**config.mk**
```make
export PLATFORM = sky130hd
export DESIGN_NAME = serial_port_with_reload_timer
export DESIGN_NICKNAME = d
export VERILOG_FILES = /design/src/logic/serial_port_pkg.sv /design/src/logic/reload_timer.sv /design/src/logic/serial_port_with_reload_timer.sv
export VERILOG_INCLUDE_DIRS = /design/src /design/src/logic
export SDC_FILE = /design/constraint.sdc
export NUM_CORES = 1
export LEC_CHECK = 0
export BUFFER_PORTS_ARGS = -buffer_cell sky130_fd_sc_hd__buf_4
export CAP_MARGIN = 20
export CORE_ASPECT_RATIO = 0.8
export CORE_MARGIN = 2
export CORE_UTILIZATION = 45
export DETAILED_ROUTE_END_ITERATION = 8
export PLACE_DENSITY_LB_ADDON = 0.12
export SYNTH_ARGS = -nofsm -noshare
export SYNTH_HDL_FRONTEND = slang
export SYNTH_SLANG_ARGS = --single-unit
```
**constraint.sdc**
```tcl
create_clock -name pclk -period 6.73 [get_ports pclk]
set_input_delay 0 -clock pclk [delete_from_list [all_inputs] [get_ports pclk]]
set_output_delay 0 -clock pclk [all_outputs]
set_load 0.01 [all_outputs]
```
**src/logic/serial_port_regs.svh**
```systemverilog
`ifndef SERIAL_PORT_REGS_SVH
`define SERIAL_PORT_REGS_SVH

// Byte addresses on the register bus
`define OFS_SERIAL_CONTROL 8'h98
`define OFS_SERIAL_BUFFER 8'h9c
`define OFS_TIMER_CONTROL 8'hc8
`define OFS_COUNT_LOW 8'hcc
`define OFS_COUNT_HIGH 8'hd0
`define OFS_RELOAD_LOW 8'hd4
`define OFS_RELOAD_HIGH 8'hd8
`define OFS_RATE_CONTROL 8'hdc

// Field positions
`define RATE_DOUBLE_BIT 0

// Reset values
`define RST_SERIAL_CONTROL 8'h00
`define RST_TIMER_CONTROL 8'h00
`define RST_RATE_CONTROL 8'h00

// Timing counts: machine cycle in pclk cycles, bit sampling in rate ticks
`define MC_LAST 4'hb
`define MC_MID 4'h5
`define SAMPLE_LAST 4'hf
`define SAMPLE_VOTE0 4'h7
`define SAMPLE_VOTE1 4'h8
`define SAMPLE_VOTE2 4'h9

`endif

```
**src/logic/serial_port_pkg.sv**
```systemverilog
package serial_port_pkg;

  typedef enum logic [1:0] {
    MODE_SHIFT = 2'h0,
    MODE_8BIT = 2'h1,
    MODE_9BIT_FIXED = 2'h2,
    MODE_9BIT_VAR = 2'h3
  } uart_mode_t;

  typedef struct packed {
    uart_mode_t mode;
    logic multiproc_enable;
    logic rx_enable;
    logic tx_ninth_bit;
    logic rx_ninth_bit;
    logic tx_done_flag;
    logic rx_done_flag;
  } serial_control_t;

  typedef struct packed {
    logic timer_overflow_flag;
    logic ext_event_flag;
    logic rx_clock_select;
    logic tx_clock_select;
    logic ext_trigger_enable;
    logic run;
    logic counter_select;
    logic capture_reload_select;
  } timer_control_t;

  typedef struct packed {
    logic wr_count_low;
    logic wr_count_high;
    logic wr_reload_low;
    logic wr_reload_high;
    logic [7:0] data;
  } timer_write_t;

  typedef enum logic [1:0] {
    LINK_IDLE = 2'b01,
    LINK_BUSY = 2'b10
  } link_state_t;

endpackage : serial_port_pkg

```
**src/logic/reload_timer.sv**
```systemverilog
`timescale 1ns/100ps
module reload_timer (
  // Clock and reset
  input wire logic pclk,
  input wire logic presetn,
  // Timing and pins, already synchronised
  input wire logic mc_tick,
  input wire logic trig_level,
  input wire logic pin_level,
  // Software side
  input serial_port_pkg::timer_control_t ctrl,
  input serial_port_pkg::timer_write_t twr,
  output logic [15:0] count_q,
  output logic [15:0] reload_q,
  // Events
  output logic overflow,
  output logic tf_set,
  output logic exf_set
);

  logic trig_samp_q;
  logic pin_samp_q;
  logic trig_fall;
  logic pin_fall;
  logic baud;
  logic inc;
  logic capture_mode;

  always_ff @(posedge pclk or negedge presetn) begin
    if (!presetn) begin
      trig_samp_q <= 1'b1;
      pin_samp_q <= 1'b1;
    end else if (mc_tick) begin
      trig_samp_q <= trig_level;
      pin_samp_q <= pin_level;
    end
  end

  assign trig_fall = mc_tick & trig_samp_q & ~trig_level;
  assign pin_fall = mc_tick & pin_samp_q & ~pin_level;
  assign baud = ctrl.rx_clock_select | ctrl.tx_clock_select;
  assign capture_mode = ctrl.capture_reload_select & ~baud;
  assign inc = ctrl.run & (ctrl.counter_select ? pin_fall : mc_tick);
  assign overflow = inc & (count_q == 16'hffff);
  assign tf_set = overflow & ~baud;
  assign exf_set = ctrl.ext_trigger_enable & trig_fall;

  always_ff @(posedge pclk or negedge presetn) begin
    if (!presetn) begin
      count_q <= 16'h0000;
    end else if (twr.wr_count_low || twr.wr_count_high) begin
      if (twr.wr_count_low) count_q[7:0] <= twr.data;
      if (twr.wr_count_high) count_q[15:8] <= twr.data;
    end else if (overflow && !capture_mode) begin
      count_q <= reload_q;
    end else if (exf_set && !ctrl.capture_reload_select && !baud) begin
      count_q <= reload_q;
    end else if (inc) begin
      count_q <= count_q + 16'h0001;
    end
  end

  always_ff @(posedge pclk or negedge presetn) begin
    if (!presetn) begin
      reload_q <= 16'h0000;
    end else if (exf_set && capture_mode) begin
      reload_q <= count_q;
    end else begin
      if (twr.wr_reload_low) reload_q[7:0] <= twr.data;
      if (twr.wr_reload_high) reload_q[15:8] <= twr.data;
    end
  end

endmodule : reload_timer

```
**src/logic/serial_port_with_reload_timer.sv**
```systemverilog
`timescale 1ns/100ps
`include "serial_port_regs.svh"
module serial_port_with_reload_timer (
  // Clock and reset
  input wire logic pclk,
  input wire logic presetn,
  // APB slave
  input wire logic psel,
  input wire logic penable,
  input wire logic pwrite,
  input wire logic [7:0] paddr,
  input wire logic [31:0] pwdata,
  output logic [31:0] prdata,
  output logic pready,
  output logic pslverr,
  // Serial pins
  output logic txd,
  input wire logic rxd_in,
  output logic rxd_out,
  output logic rxd_oe,
  // Timer pins and first timer rate source
  input wire logic ext_trigger_pin,
  input wire logic count_pin,
  input wire logic t1_overflow,
  // Interrupt requests
  output logic timer_irq,
  output logic serial_irq
);

  serial_port_pkg::serial_control_t serial_control_q;
  serial_port_pkg::timer_control_t tcon_q;
  serial_port_pkg::timer_write_t twr;
  serial_port_pkg::link_state_t tx_state_q;
  serial_port_pkg::link_state_t rx_state_q;
  logic [2:0] meta_q;
  logic [2:0] sync_q;
  logic [3:0] mc_cnt_q;
  logic [1:0] m2_cnt_q;
  logic rate_double_q;
  logic mc_tick;
  logic mc_mid;
  logic m2_tick;
  logic [15:0] count;
  logic [15:0] reload;
  logic t2_ovf;
  logic tf_set;
  logic exf_set;
  logic wr_en;
  logic [31:0] prdata_q;
  logic [7:0] wdata;
  logic [7:0] rx_buf_q;
  logic [10:0] tx_shift_q;
  logic [3:0] tx_cnt_q;
  logic [3:0] tx_div_q;
  logic tx_samp;
  logic tx_adv;
  logic ti_set;
  logic sclk_q;
  logic rx_samp;
  logic rxd_s;
  logic rxd_prev_q;
  logic [3:0] rx_div_q;
  logic [3:0] rx_idx_q;
  logic [1:0] vote_q;
  logic [7:0] rx_shift_q;
  logic ninth_q;
  logic ri_set;
  logic rb8_load;
  logic rb8_val;
  logic bit_ok;
  logic mode0;

  function automatic logic mapped(input logic [7:0] a);
    mapped = (a == `OFS_SERIAL_CONTROL) || (a == `OFS_SERIAL_BUFFER) ||
             (a == `OFS_TIMER_CONTROL) || (a == `OFS_COUNT_LOW) ||
             (a == `OFS_COUNT_HIGH) || (a == `OFS_RELOAD_LOW) ||
             (a == `OFS_RELOAD_HIGH) || (a == `OFS_RATE_CONTROL);
  endfunction : mapped

  function automatic logic is_wr(input logic en, input logic [7:0] a, input logic [7:0] o);
    is_wr = en && (a == o);
  endfunction : is_wr

  // Pin synchronisers: rxd, trigger, count
  always_ff @(posedge pclk or negedge presetn) begin
    if (!presetn) begin
      meta_q <= 3'h7;
      sync_q <= 3'h7;
    end else begin
      meta_q <= {count_pin, ext_trigger_pin, rxd_in};
      sync_q <= meta_q;
    end
  end
  assign rxd_s = sync_q[0];

  // Machine cycle and fixed-rate prescalers
  always_ff @(posedge pclk or negedge presetn) begin
    if (!presetn) begin
      mc_cnt_q <= 4'h0;
      m2_cnt_q <= 2'h0;
    end else begin
      mc_cnt_q <= (mc_cnt_q == `MC_LAST) ? 4'h0 : mc_cnt_q + 4'h1;
      m2_cnt_q <= m2_cnt_q + 2'h1;
    end
  end
  assign mc_tick = (mc_cnt_q == `MC_LAST);
  assign mc_mid = (mc_cnt_q == `MC_MID);
  assign m2_tick = rate_double_q ? m2_cnt_q[0] : (m2_cnt_q == 2'h3);
  assign mode0 = (serial_control_q.mode == serial_port_pkg::MODE_SHIFT);

  // APB: zero wait states, error on unmapped address
  assign pready = 1'b1;
  assign pslverr = psel & penable & ~mapped(paddr);
  assign wr_en = psel & penable & pwrite & mapped(paddr);
  assign wdata = pwdata[7:0];
  assign prdata = prdata_q;

  always_ff @(posedge pclk or negedge presetn) begin
    if (!presetn) begin
      prdata_q <= 32'h0000_0000;
    end else if (psel && !penable) begin
      unique case (paddr)
        `OFS_SERIAL_CONTROL: prdata_q <= {24'h00_0000, serial_control_q};
        `OFS_SERIAL_BUFFER: prdata_q <= {24'h00_0000, rx_buf_q};
        `OFS_TIMER_CONTROL: prdata_q <= {24'h00_0000, tcon_q};
        `OFS_COUNT_LOW: prdata_q <= {24'h00_0000, count[7:0]};
        `OFS_COUNT_HIGH: prdata_q <= {24'h00_0000, count[15:8]};
        `OFS_RELOAD_LOW: prdata_q <= {24'h00_0000, reload[7:0]};
        `OFS_RELOAD_HIGH: prdata_q <= {24'h00_0000, reload[15:8]};
        `OFS_RATE_CONTROL: prdata_q <= {31'h0000_0000, rate_double_q};
        default: prdata_q <= 32'h0000_0000;
      endcase
    end
  end

  assign twr.wr_count_low = is_wr(wr_en, paddr, `OFS_COUNT_LOW);
  assign twr.wr_count_high = is_wr(wr_en, paddr, `OFS_COUNT_HIGH);
  assign twr.wr_reload_low = is_wr(wr_en, paddr, `OFS_RELOAD_LOW);
  assign twr.wr_reload_high = is_wr(wr_en, paddr, `OFS_RELOAD_HIGH);
  assign twr.data = wdata;

  reload_timer u_timer (
    .pclk(pclk),
    .presetn(presetn),
    .mc_tick(mc_tick),
    .trig_level(sync_q[1]),
    .pin_level(sync_q[2]),
    .ctrl(tcon_q),
    .twr(twr),
    .count_q(count),
    .reload_q(reload),
    .overflow(t2_ovf),
    .tf_set(tf_set),
    .exf_set(exf_set)
  );

  // Timer control; hardware set wins over software clear
  always_ff @(posedge pclk or negedge presetn) begin
    if (!presetn) begin
      tcon_q <= `RST_TIMER_CONTROL;
    end else begin
      if (is_wr(wr_en, paddr, `OFS_TIMER_CONTROL)) tcon_q <= wdata;
      if (tf_set) tcon_q.timer_overflow_flag <= 1'b1;
      if (exf_set) tcon_q.ext_event_flag <= 1'b1;
    end
  end

  always_ff @(posedge pclk or negedge presetn) begin
    if (!presetn) begin
      rate_double_q <= 1'(`RST_RATE_CONTROL);
    end else if (is_wr(wr_en, paddr, `OFS_RATE_CONTROL)) begin
      rate_double_q <= wdata[`RATE_DOUBLE_BIT];
    end
  end

  assign timer_irq = tcon_q.timer_overflow_flag | tcon_q.ext_event_flag;
  assign serial_irq = serial_control_q.tx_done_flag | serial_control_q.rx_done_flag;

  // Serial control; software owns enable, hardware sets flags
  always_ff @(posedge pclk or negedge presetn) begin
    if (!presetn) begin
      serial_control_q <= `RST_SERIAL_CONTROL;
    end else begin
      if (is_wr(wr_en, paddr, `OFS_SERIAL_CONTROL)) serial_control_q <= wdata;
      if (rb8_load) serial_control_q.rx_ninth_bit <= rb8_val;
      if (ti_set) serial_control_q.tx_done_flag <= 1'b1;
      if (ri_set) serial_control_q.rx_done_flag <= 1'b1;
    end
  end

  assign tx_samp = (serial_control_q.mode == serial_port_pkg::MODE_9BIT_FIXED) ? m2_tick :
                   (tcon_q.tx_clock_select ? t2_ovf : t1_overflow);
  assign rx_samp = (serial_control_q.mode == serial_port_pkg::MODE_9BIT_FIXED) ? m2_tick :
                   (tcon_q.rx_clock_select ? t2_ovf : t1_overflow);

  always_ff @(posedge pclk or negedge presetn) begin
    if (!presetn) begin
      tx_div_q <= 4'h0;
    end else if (tx_samp) begin
      tx_div_q <= tx_div_q + 4'h1;
    end
  end
  // shift mode at machine cycle rate
  assign tx_adv = mode0 ? mc_tick : (tx_samp && tx_div_q == `SAMPLE_LAST);
  assign ti_set = (tx_state_q == serial_port_pkg::LINK_BUSY) && tx_adv && (tx_cnt_q == 4'h1);

  always_ff @(posedge pclk or negedge presetn) begin
    if (!presetn) begin
      tx_state_q <= serial_port_pkg::LINK_IDLE;
      tx_shift_q <= 11'h7ff;
      tx_cnt_q <= 4'h0;
    end else if (is_wr(wr_en, paddr, `OFS_SERIAL_BUFFER)) begin
      tx_state_q <= serial_port_pkg::LINK_BUSY;
      if (mode0) begin
        tx_shift_q <= {3'h7, wdata};
        tx_cnt_q <= 4'h8;
      end else begin
        tx_shift_q <= {1'b1, serial_control_q.mode[1] ? serial_control_q.tx_ninth_bit : 1'b1, wdata, 1'b0};
        tx_cnt_q <= serial_control_q.mode[1] ? 4'hb : 4'ha;
      end
    end else if (tx_state_q == serial_port_pkg::LINK_BUSY && tx_adv) begin
      tx_shift_q <= {1'b1, tx_shift_q[10:1]};
      tx_cnt_q <= tx_cnt_q - 4'h1;
      if (tx_cnt_q == 4'h1) tx_state_q <= serial_port_pkg::LINK_IDLE;
    end
  end

  // Shift clock for mode zero, low in the first half of each cycle
  always_ff @(posedge pclk or negedge presetn) begin
    if (!presetn) begin
      sclk_q <= 1'b1;
    end else if (mc_tick && mode0 && (tx_state_q == serial_port_pkg::LINK_BUSY ||
                                      rx_state_q == serial_port_pkg::LINK_BUSY)) begin
      sclk_q <= 1'b0;
    end else if (mc_mid) begin
      sclk_q <= 1'b1;
    end
  end

  assign txd = mode0 ? sclk_q : tx_shift_q[0];
  assign rxd_out = tx_shift_q[0];
  assign rxd_oe = mode0 && (tx_state_q == serial_port_pkg::LINK_BUSY);

  // Receiver
  always_ff @(posedge pclk or negedge presetn) begin
    if (!presetn) begin
      rxd_prev_q <= 1'b1;
    end else if (rx_samp) begin
      rxd_prev_q <= rxd_s;
    end
  end

  assign bit_ok = (vote_q[0] & vote_q[1]) | (vote_q[0] & rxd_s) | (vote_q[1] & rxd_s);

  always_comb begin
    ri_set = 1'b0;
    rb8_load = 1'b0;
    rb8_val = 1'b0;
    if (rx_state_q == serial_port_pkg::LINK_BUSY) begin
      if (mode0) begin
        // after eighth bit in shift mode
        ri_set = mc_mid && (rx_idx_q == 4'h7);
      end else if (rx_samp && rx_div_q == `SAMPLE_VOTE2) begin
        if (!serial_control_q.mode[1] && rx_idx_q == 4'h9) begin
          ri_set = ~serial_control_q.multiproc_enable | bit_ok;
          rb8_load = ri_set;
          rb8_val = bit_ok;
        end else if (serial_control_q.mode[1] && rx_idx_q == 4'ha) begin
          ri_set = ~serial_control_q.multiproc_enable | ninth_q;
          rb8_load = ri_set;
          rb8_val = ninth_q;
        end
      end
    end
  end

  always_ff @(posedge pclk or negedge presetn) begin
    if (!presetn) begin
      rx_buf_q <= 8'h00;
    end else if (ri_set) begin
      rx_buf_q <= mode0 ? {rxd_s, rx_shift_q[7:1]} : rx_shift_q;
    end
  end

  always_ff @(posedge pclk or negedge presetn) begin
    if (!presetn) begin
      rx_state_q <= serial_port_pkg::LINK_IDLE;
      rx_div_q <= 4'h0;
      rx_idx_q <= 4'h0;
      vote_q <= 2'h3;
      rx_shift_q <= 8'h00;
      ninth_q <= 1'b0;
    end else if (rx_state_q == serial_port_pkg::LINK_IDLE) begin
      rx_div_q <= 4'h0;
      rx_idx_q <= 4'h0;
      if (serial_control_q.rx_enable && mode0 && !serial_control_q.rx_done_flag && mc_tick) begin
        rx_state_q <= serial_port_pkg::LINK_BUSY;
      end else if (serial_control_q.rx_enable && !mode0 && rx_samp && rxd_prev_q && !rxd_s) begin
        rx_state_q <= serial_port_pkg::LINK_BUSY;
      end
    end else if (mode0) begin
      if (mc_mid) begin
        rx_shift_q <= {rxd_s, rx_shift_q[7:1]};
        rx_idx_q <= rx_idx_q + 4'h1;
        if (rx_idx_q == 4'h7) rx_state_q <= serial_port_pkg::LINK_IDLE;
      end
    end else if (rx_samp) begin
      rx_div_q <= rx_div_q + 4'h1;
      if (rx_div_q == `SAMPLE_VOTE0 || rx_div_q == `SAMPLE_VOTE1) begin
        vote_q <= {vote_q[0], rxd_s};
      end
      if (rx_div_q == `SAMPLE_VOTE2) begin
        rx_idx_q <= rx_idx_q + 4'h1;
        if (rx_idx_q == 4'h0 && bit_ok) begin
          rx_state_q <= serial_port_pkg::LINK_IDLE;
        end else if (rx_idx_q >= 4'h1 && rx_idx_q <= 4'h8) begin
          rx_shift_q <= {bit_ok, rx_shift_q[7:1]};
        end else if (rx_idx_q == 4'h9) begin
          ninth_q <= bit_ok;
          if (!serial_control_q.mode[1]) rx_state_q <= serial_port_pkg::LINK_IDLE;
        end else if (rx_idx_q == 4'ha) begin
          rx_state_q <= serial_port_pkg::LINK_IDLE;
        end
      end
    end
  end

endmodule : serial_port_with_reload_timer

```
==> impl_metrics.tcl, run 1 <==
set metrics [dict create \
    status "complete, no violations" \
    viasPerCell 5.82 \
    critPathArrivalTime_ps 3390 \
    rsz0062_at_grt "no" \
    wl_per_cell_um 19.2 \
    cts_tree "built" \
    grt_pass1_vias 5916 \
    clk_pin_slew_worst_paths_ps 60 \
    cts_resized 0 \
    drt_wl_total_um 20000 \
    clk_latency_ps 440 \
    synth_mux_area_share_pct 8.60 \
    start_util_pct 45.9 \
    synth_top_family_by_area "simple AND/OR/NAND/NOR gates" \
    postSynthCellCount 775 \
    cts.sink_count 122 \
    antenna_found_initial 0 \
    drt-pass1-iter-count 5 \
    final_cell_area_mm2 0.00833 \
    peakVddDrop_mv 0.151 \
    drive_gt1_share_pct 18.5 \
    grt_overflow_total 0 \
    die_area_mm2 0.0171 \
    ys_warn_count 0 \
    end_kind "flop" \
    fin_setup_tns_ps 0 \
    synth_xor_area_share_pct 2.30 \
    die_w_um 146 \
    synth_top_cells_by_area "dfrtp_1 34%, dfstp_2 8.7%, nand2_1 5.0%" \
    synth_compound_area_share_pct 17.8 \
    num_rows 41 \
    antennaDiodeCount 0 \
    leakagePower_nw 3.35 \
    timing.fmax_ghz 0.330 \
    clockBufferDepth 2 \
    synth_top_area_share_pct 33.9 \
    htree_levels 4 \
    crit_path_max_fanout 10 \
    ios 88 \
    place_congestion 0.897 \
    synthAdderAreaFrac_pct 2.87 \
    grt_first_pass_wirelength_um 32400 \
    total_power_mw 1.81 \
    finalCritPeriodShare_pct 45.0 \
    maxCapViolCount 0 \
    track_usage_pct 24.2 \
    dp.final_hpwl_um 14200 \
    worst_slew_pin_slew_ps 944 \
    yosysSeqAreaShare_pct 42.7 \
    finalSetupViolations 0 \
    core-area_mm2 0.0157 \
    synth-seq-cells 122 \
    min_path_type "input pin to asynchronous set/reset pin" \
    dieHeight_um 117 \
    relSlewSlack_pct 37.1 \
    yosysUniqueCellTypes 70 \
    async_flop_share_pct 100 \
    root_buffer "clkbuf_16" \
    hold_viol_final 0 \
    n_fill_cell 1420 \
    synth_simple_gate_area_share_pct 19.6 \
    dpl_worst_slack_ps 3700 \
    nets 878 \
    final_util_pct 52.9 \
    cts_buffers 17 \
    timing.final.ws_setup_ps 3700 \
    critPathLaunchType "flop" \
    crit_required_ps 7090 \
    ant_nets 0 \
    power_density_mw_per_mm2 218 \
    port_buffers 38 \
    grt_max_degree 75 \
    period_needed_ps 3030 \
    synthFlopType "dfrtp_1" \
    syn-cell-area_mm2 0.00723 \
    vias 6064 \
    skew_ps 21.3 \
    placed_area_mm2 0.00758 \
    synth_edf_count 0 \
    cts_setup_buffers 0 \
    synth_top_area_cell "dfrtp_1" \
    drt_iter0_markers 537 \
    critPathKind "flop to flop" \
    post-route-drc-count 0 \
    avgSynthCellArea_um2 9.33 \
    slew_viol_final 0 \
    syn2layout_area_growth_pct 15.2 \
]
cells in the final DEF (no fill, tap or decap), types with 24 or more instances in the layout:
master,instances
dfrtp_1,98
nand2_1,97
nor2_1,75
buf_4,48
o21ai_0,42
a21oi_1,35
mux2i_1,34
mux2_2,25
conb_1,25
dfstp_2,24
kinds of logic (layout without fill, tap and decap cells):
| group | after synthesis | count (layout) |
|---|---|---|
| simple gates | 285 | 285 |
| flops | 122 | 122 |
| xor+xnor | 19 | 19 |
| buf+inv | 83 | 112 |
| mux | 59 | 59 |
| compound gates | 188 | 188 |
| fa+ha+maj | 17 | 17 |
| other cells | 2 | 25 |
worst max-delay path, cell delays in order, from the launching register on:
cell	delay, ps
dfrtp_1	520
ha_1	330
nand4_1	230
nor4_4	590
a21oi_1	250
buf_4	240
or4_4	500
mux2_2	290
layer usage:
metal,track usage (%),wire length [um],share of wire [%]
met5,0,0,0
met4,8.64,384,1.9
met3,5.84,1200,6.0
met2,33.4,8480,42
met1,36.6,9970,50
worst paths after layout:
kind / startpoint / end / slack (ps) / cells after the start
max: u_timer.count_q[0] / vote_q[1] / 3700 / 7
min: presetn / rx_shift_q[2] / 130 / 2
max reg2reg: u_timer.count_q[0] / vote_q[1] / 3700 / 7
min reg2reg: meta_q[2] / sync_q[2] / 360 / 0
max in group asynchronous: presetn / u_timer.count_q[7] / 5210 / 3
min in group pclk: paddr[1] / rate_double_q / 150 / 4
where the power goes:
part           switching (mW)  total, mW  internal [mW]  leakage (nW)
logic                  0.0557     0.0880         0.0323          1.65
registers             0.00974      0.757          0.748          1.40
clock network           0.332      0.969          0.637         0.294
total                   0.397       1.81           1.42          3.35
Yosys cell counts (5+ instances only):
cell / instances
nor2b_1: 9
o22ai_1: 19
a22o_1: 8
or3_1: 6
inv_1: 20
dfrtp_1: 98
nand3_1: 19
clkbuf_1: 23
xnor2_1: 15
dfstp_2: 24
buf_2: 9
a21oi_1: 35
nor2_1: 75
mux2_2: 25
a211oi_1: 6
nand2b_1: 9
nand2_1: 97
nand3b_1: 8
nand4_1: 10
o21ai_0: 42
or2_2: 7
mux2i_1: 34
o221ai_1: 5
buf_4: 28
ha_1: 15
a31oi_1: 17
nor3_1: 14
o211ai_1: 11
final cells by class:
cell class | instances | area, um2 | area share (%)
multi-input combinational | 593 | 3800 | 45.7
sequential | 122 | 3080 | 37.0
timing repair buffer | 60 | 480 | 5.77
clock buffer | 24 | 472 | 5.66
tap | 215 | 269 | 3.23
clock inverter | 8 | 145 | 1.74
inverter | 20 | 75.1 | 0.902
per-stage QoR:
stage / hold slack (ps) / instances
2_1_floorplan: -296 / 798
3_3_place_gp: 50.5 / 997
3_5_place_dp: 65.6 / 997
4_1_cts: 134 / 1041
5_1_grt: 165 / 1042
6_report: 128 / 1042
sequential cells by signal (all words and copies together), names as in the netlist, 3 cells and up:
register          count
mc_cnt_q              4
meta_q                3
prdata                8
rx_buf_q              8
rx_div_q              4
rx_idx_q              4
rx_shift_q            8
serial_control_q      8
sync_q                3
tcon_q                8
tx_cnt_q              4
tx_div_q              4
tx_shift_q           10
u_timer.count_q      16
u_timer.reload_q     16
what timing repair did:
item / in CTS / in global routing
endpoints found under the setup margin: 0 / 0
hold buffers: 12 / 0
endpoints found under the hold margin: 83 / 0
(Power assumes the default switching activity.)
==> run 2, diff against run 1 <==
- clock period: 6.73 -> 2.5 ns (I/O delays scaled with it)
==> run 2 against run 1 <==
  * Fmax grew 30%
  * Sequential power rose to 2.7 times the previous value
  * Critical path type unchanged
  * Hold slack better by 53 ps
  * Highest routed layer unchanged
==> impl_metrics.tcl, run 2 (synthesis results as in run 1) <==
set metrics [dict create \
    drive_gt1_share_pct 22.9 \
    ant_nets 0 \
    viasPerCell 5.76 \
    peakVddDrop_mv 0.420 \
    slew_viol_final 0 \
    p_int_mw 3.55 \
    n_fill_cell 1440 \
    skew_ps 11.7 \
    min_path_type "input pin to flop" \
    clk_pin_slew_worst_paths_ps 60 \
    clockBufferDepth 2 \
    start_util_pct 45.9 \
    dpl_worst_slack_ps -11.1 \
    port_buffers 38 \
    post-route-drc-count 0 \
    finalSetupViolations 0 \
    whs_ps 182 \
    place_congestion 0.948 \
    power_frac_comb_pct 5.4 \
    timing.final.ws_setup_ps 169 \
    vias 6219 \
    final_cell_area_mm2 0.00859 \
    grt_pass1_vias 5885 \
    wl_per_cell_um 18.9 \
    antenna_found_initial 0 \
    drt_iter0_markers 691 \
    root_buffer "clkbuf_16" \
    hold_viol_final 0 \
    clk_latency_ps 420 \
    timing.fmax_ghz 0.429 \
    drt_wl_total_um 20400 \
    p_switching_mw 1.07 \
    final_util_pct 54.6 \
    switching_share_pct 23.2 \
    power_density_mw_per_mm2 538 \
    grt_first_pass_wirelength_um 32700 \
    critPathLaunchType "flop" \
    clockPowerShare_pct 50.6 \
    maxCapViolCount 0 \
    hold_path_depth 4 \
    htree_levels 4 \
    layout_common_cells "98 x dfrtp_1, 97 x nand2_1, 85 x buf_4" \
    antennaDiodeCount 0 \
    critPathKind "flop to flop" \
    relSlewSlack_pct 34.6 \
    reg.largest.list "u_timer.count_q x16, u_timer.reload_q x16, tx_shift_q x10" \
    grt_max_degree 56 \
    cts_tree "built" \
    drt-pass1-iter-count 5 \
    crit_required_ps 2840 \
    end_kind "flop" \
    grt_overflow_total 0 \
    ios 88 \
    die_w_um 146 \
    reg2reg_depth 7 \
    nets 916 \
    crit_path_max_fanout 8 \
    final_common_cell "dfrtp_1" \
    die_area_mm2 0.0171 \
    track_usage_pct 24.4 \
    syn2layout_area_growth_pct 18.9 \
    leakagePower_nw 3.51 \
    critPathArrivalTime_ps 2670 \
    placed_area_mm2 0.00788 \
    dieHeight_um 117 \
    period_needed_ps 2330 \
    num_rows 41 \
    power_frac_seq_pct 44.0 \
    finalCritPeriodShare_pct 93.3 \
    core-area_mm2 0.0157 \
    rsz0062_at_grt "no" \
    status "complete, no violations" \
    cts.sink_count 122 \
    worst_slew_pin_slew_ps 957 \
    dp.final_hpwl_um 14900 \
    cts_buffers 17 \
]
run 2: changes by cell type in the layout (fill, tap and decap cells not counted), moves of 2 or more:
cell and change:
clkinvlp_4 +3, clkbuf_1 -3, bufinv_16 -3, clkinv_4 +2, buf_4 +37
run 2: power groups by stage:
stage          combinational (mW)  sequential (mW)  clock, mW
6_report                    0.248             2.03       2.34
5_1_grt                     0.276             2.04       2.48
4_1_cts                     0.249             2.03       2.37
3_5_place_dp                0.234             2.07          0
3_3_place_gp                0.229             2.07          0
2_1_floorplan               0.132             2.06          0
run 2: routing by layer:
layer | vias up | GRT usage [%] | wire (um)
li1 | 2902 | - | -
met1 | 3040 | 37.5 | 10000
met2 | 258 | 35.1 | 8720
met3 | 19 | 4.75 | 1420
met4 | 0 | 6.25 | 221
met5 | - | 0 | 0
run 2: final timing paths:
path,from,endpoint,slack [ps]
hold reg to reg,meta_q[2],sync_q[2],360
setup reg to reg,mc_cnt_q[0],tx_shift_q[5],170
min in group asynchronous,presetn,rx_shift_q[2],190
max in group asynchronous,presetn,tx_shift_q[3],1450
hold / removal,paddr[1],rate_double_q,180
setup / recovery,mc_cnt_q[0],tx_shift_q[5],170
run 2: worst max-delay path, cell delays in order (launching register included):
cell      delay (ps)
dfrtp_1          410
ha_2             250
nand4b_1         180
a21oi_1          160
buf_4            160
a41oi_4          180
or3b_2           620
o221a_2          290
run 2: timing repair:
item,CTS,global route
resized for setup,0,4
pin swaps,1,2
setup endpoints to repair,1,11
hold buffers,12,0
hold endpoints to repair,83,0
setup buffers,0,1
run 2: cell type report:
class	count	area (um2)	share of cell area, %
inverter	20	75.1	0.873
clock inverter	10	95.1	1.11
clock buffer	22	474	5.52
sequential	122	3080	35.9
timing repair buffer	98	778	9.06
multi-input combinational	593	3820	44.4
tap	215	269	3.13
run 2: stage by stage:
| step | total power, mW | setup TNS [ps] | std cells |
|---|---|---|---|
| 5_1_grt | 4.79 | 0 | 1080 |
| 4_1_cts | 4.66 | 0 | 1079 |
| 6_report | 4.62 | 0 | 1080 |
| 3_3_place_gp | 2.30 | 0 | 1035 |
| 3_5_place_dp | 2.30 | -15.9 | 1035 |
| 2_1_floorplan | 2.20 | 0 | 798 |
==> run 3, diff against run 2 <==
- SYNTH_HIERARCHICAL: not set -> 1
==> run 3 against run 2 <==
  * Core utilization increased by 1.9 points
  * Sequential power up 3%
  * Setup slack got worse by 120 ps
  * Non-clock buffer count is 14 higher
  * Largest power group unchanged
  * Area after synthesis is 1.5% lower
  * Combinational power is 62% higher
==> impl_metrics.tcl, run 3 <==
set metrics [dict create \
    timing.final.ws_setup_ps 49.1 \
    async_flop_share_pct 100 \
    worst_slew_pin_slew_ps 738 \
    synth-seq-cells 122 \
    synth_top_area_share_pct 34.4 \
    worstSetupStartpoint "mc_cnt_q[0]" \
    drt-pass1-iter-count 5 \
    skew_ps 9.25 \
    drive_gt1_share_pct 28.3 \
    drt_wl_total_um 20900 \
    finalSetupViolations 0 \
    syn-cell-area_mm2 0.00712 \
    grt_max_degree 55 \
    critPathSlowestCell "dfrtp_1" \
    reg.largest.list "u_timer/count_q x16, u_timer/reload_q x16, tx_shift_q x10" \
    synthFlopType "dfrtp_1" \
    ios 88 \
    grt_first_pass_wirelength_um 33200 \
    yosysUniqueCellTypes 74 \
    clockBufferDepth 2 \
    clk_latency_ps 430 \
    cts.sink_count 122 \
    peakVddDrop_mv 0.430 \
    grt_pass1_vias 5790 \
    final_common_cell "dfrtp_1" \
    ys_warn_count 6 \
    placed_area_mm2 0.00802 \
    antenna_found_initial 0 \
    whs_ps 59.2 \
    maxCapViolCount 0 \
    layout_common_cells "98 x dfrtp_1, 94 x buf_4, 77 x nand2_1" \
    r2r_slack_ps 50 \
    cts_tree "built" \
    vias 5897 \
    crit_end "rx_buf_q[1]" \
    track_usage_pct 26.6 \
    hold_viol_final 0 \
    slew_viol_final 0 \
    max_stage_delay_ps 360 \
    port_buffers 38 \
    final_util_pct 56.4 \
    synth_edf_count 0 \
    die_area_mm2 0.0169 \
    cts_buffers 17 \
    final_cells 1034 \
    dp.final_hpwl_um 15100 \
    core-area_mm2 0.0156 \
    syn2layout_area_growth_pct 24.0 \
    grt_overflow_total 0 \
    critPathKind "flop to flop" \
    synth_top_area_cell "dfrtp_1" \
    root_buffer "clkbuf_16" \
    total_power_mw 5.06 \
    postSynthCellCount 711 \
    yosys-top-cells-count "98 x dfrtp_1, 78 x nand2_1, 49 x nor2_1" \
    htree_levels 4 \
    antennaDiodeCount 0 \
    wl_per_cell_um 20.2 \
    dieHeight_um 117 \
    dp_cells 987 \
    critPathArrivalTime_ps 2760 \
    viasPerCell 5.70 \
    avgSynthCellArea_um2 10.0 \
    relSlewSlack_pct 50.6 \
    finalCritPeriodShare_pct 98.0 \
    timing.fmax_ghz 0.408 \
    drt_iter0_markers 610 \
    post-route-drc-count 0 \
    status "complete, no violations" \
    crit_required_ps 2810 \
    yosysMostFrequentCell "dfrtp_1" \
    r2r-start "mc_cnt_q[0]" \
    min_from "t1_overflow" \
    synth_top_cells_by_area "dfrtp_1 34%, dfstp_2 8.9%, mux2i_1 6.0%" \
    crit_path_max_fanout 9 \
    timing.rr.end "rx_buf_q[1]" \
    nets 870 \
    fin_setup_tns_ps 0 \
    critPathLaunchType "flop" \
    num_rows 41 \
    reg2reg_depth 11 \
    period_needed_ps 2450 \
    clk_pin_slew_worst_paths_ps 60 \
    rsz0062_at_grt "yes" \
    place_congestion 0.915 \
    die_w_um 145 \
    power_density_mw_per_mm2 573 \
    end_kind "flop" \
    path_cells "ha_2 -> and3b_2 -> nand2_4 -> a21oi_4 -> and4_4 -> mux2i_4 -> o22a_1 -> a211oi_4 -> a41oi_4 -> buf_12 -> mux2_4" \
    yosysSeqAreaShare_pct 43.3 \
    start_util_pct 45.5 \
    dpl_worst_slack_ps -101 \
    leakagePower_nw 3.93 \
    min_path_type "input pin to flop" \
    ant_nets 0 \
    final_cell_area_mm2 0.00883 \
]
==> run 3: cell count changes in the layout (fill, tap and decap cells not counted), moves of 10 or more <==
cell / previous run / this run
nand2_1: 97 / 77
nor2_1: 75 / 49
a221o_1: 0 / 10
o21ai_0: 42 / 22
o211ai_1: 11 / 0
a31oi_1: 16 / 4
==> run 3: cell type report <==
type                       count  area, um2
clock buffer                  18        439
clock inverter                14        173
fill                        1414       6820
inverter                      16       60.1
multi-input combinational    537       3860
sequential                   122       3080
tap                          215        269
timing repair buffer         112        946
==> run 3: kinds of logic after synthesis <==
group                      after synthesis  synth area share [%]
muxes                                   80                  11.9
and+or+nand+nor                        246                  18.5
DFF                                    122                  43.3
other                                    2                 0.105
adders and majority gates               17                  2.92
xor gates and xnor gates                21                  2.58
buffers and inverters                   75                  5.66
AOI/OAI and AO/OA                      148                  15.0
==> run 3: routing by layer <==
metal / wire [um] / vias up / global-route usage [%]
met4: 331 / 0 / 8.22
met1: 9970 / 2931 / 39.4
met5: 0 / - / 0
li1: - / 2739 / -
met3: 1290 / 23 / 5.58
met2: 9350 / 204 / 39.1
==> run 3: timing repair <==
action	in CTS	in global routing
setup buffers	1	2
cloned	0	0
hold buffers	12	0
pin swaps	1	2
hold endpoints to repair	76	0
endpoints found under the setup margin	8	23
resized for setup	0	5
==> run 3: critical path, delay by kind of cell (launching register included) <==
kind	cells	cell delay (ps)
muxes	2	390
buffers and inverters	1	190
DFF	1	360
and+or+nand+nor	3	530
AOI/OAI and AO/OA	4	690
adders and majority gates	1	180
==> run 3: how the worst min path moves through the flow <==
stage,to,slack [ps],cells after the start
finish,rxd_prev_q,60,4
detailed placement,u_timer/reload_q[7],110,1
global placement,u_timer/reload_q[1],90,1
CTS,serial_control_q[1],60,4
floorplan,m2_cnt_q[0],-300,0
global route,serial_control_q[0],100,4
==> run 3: power breakdown <==
group | switching, mW | internal [mW]
combinational | 0.237 | 0.164
clock | 0.961 | 1.60
sequential | 0.0522 | 2.05
total | 1.25 | 3.81
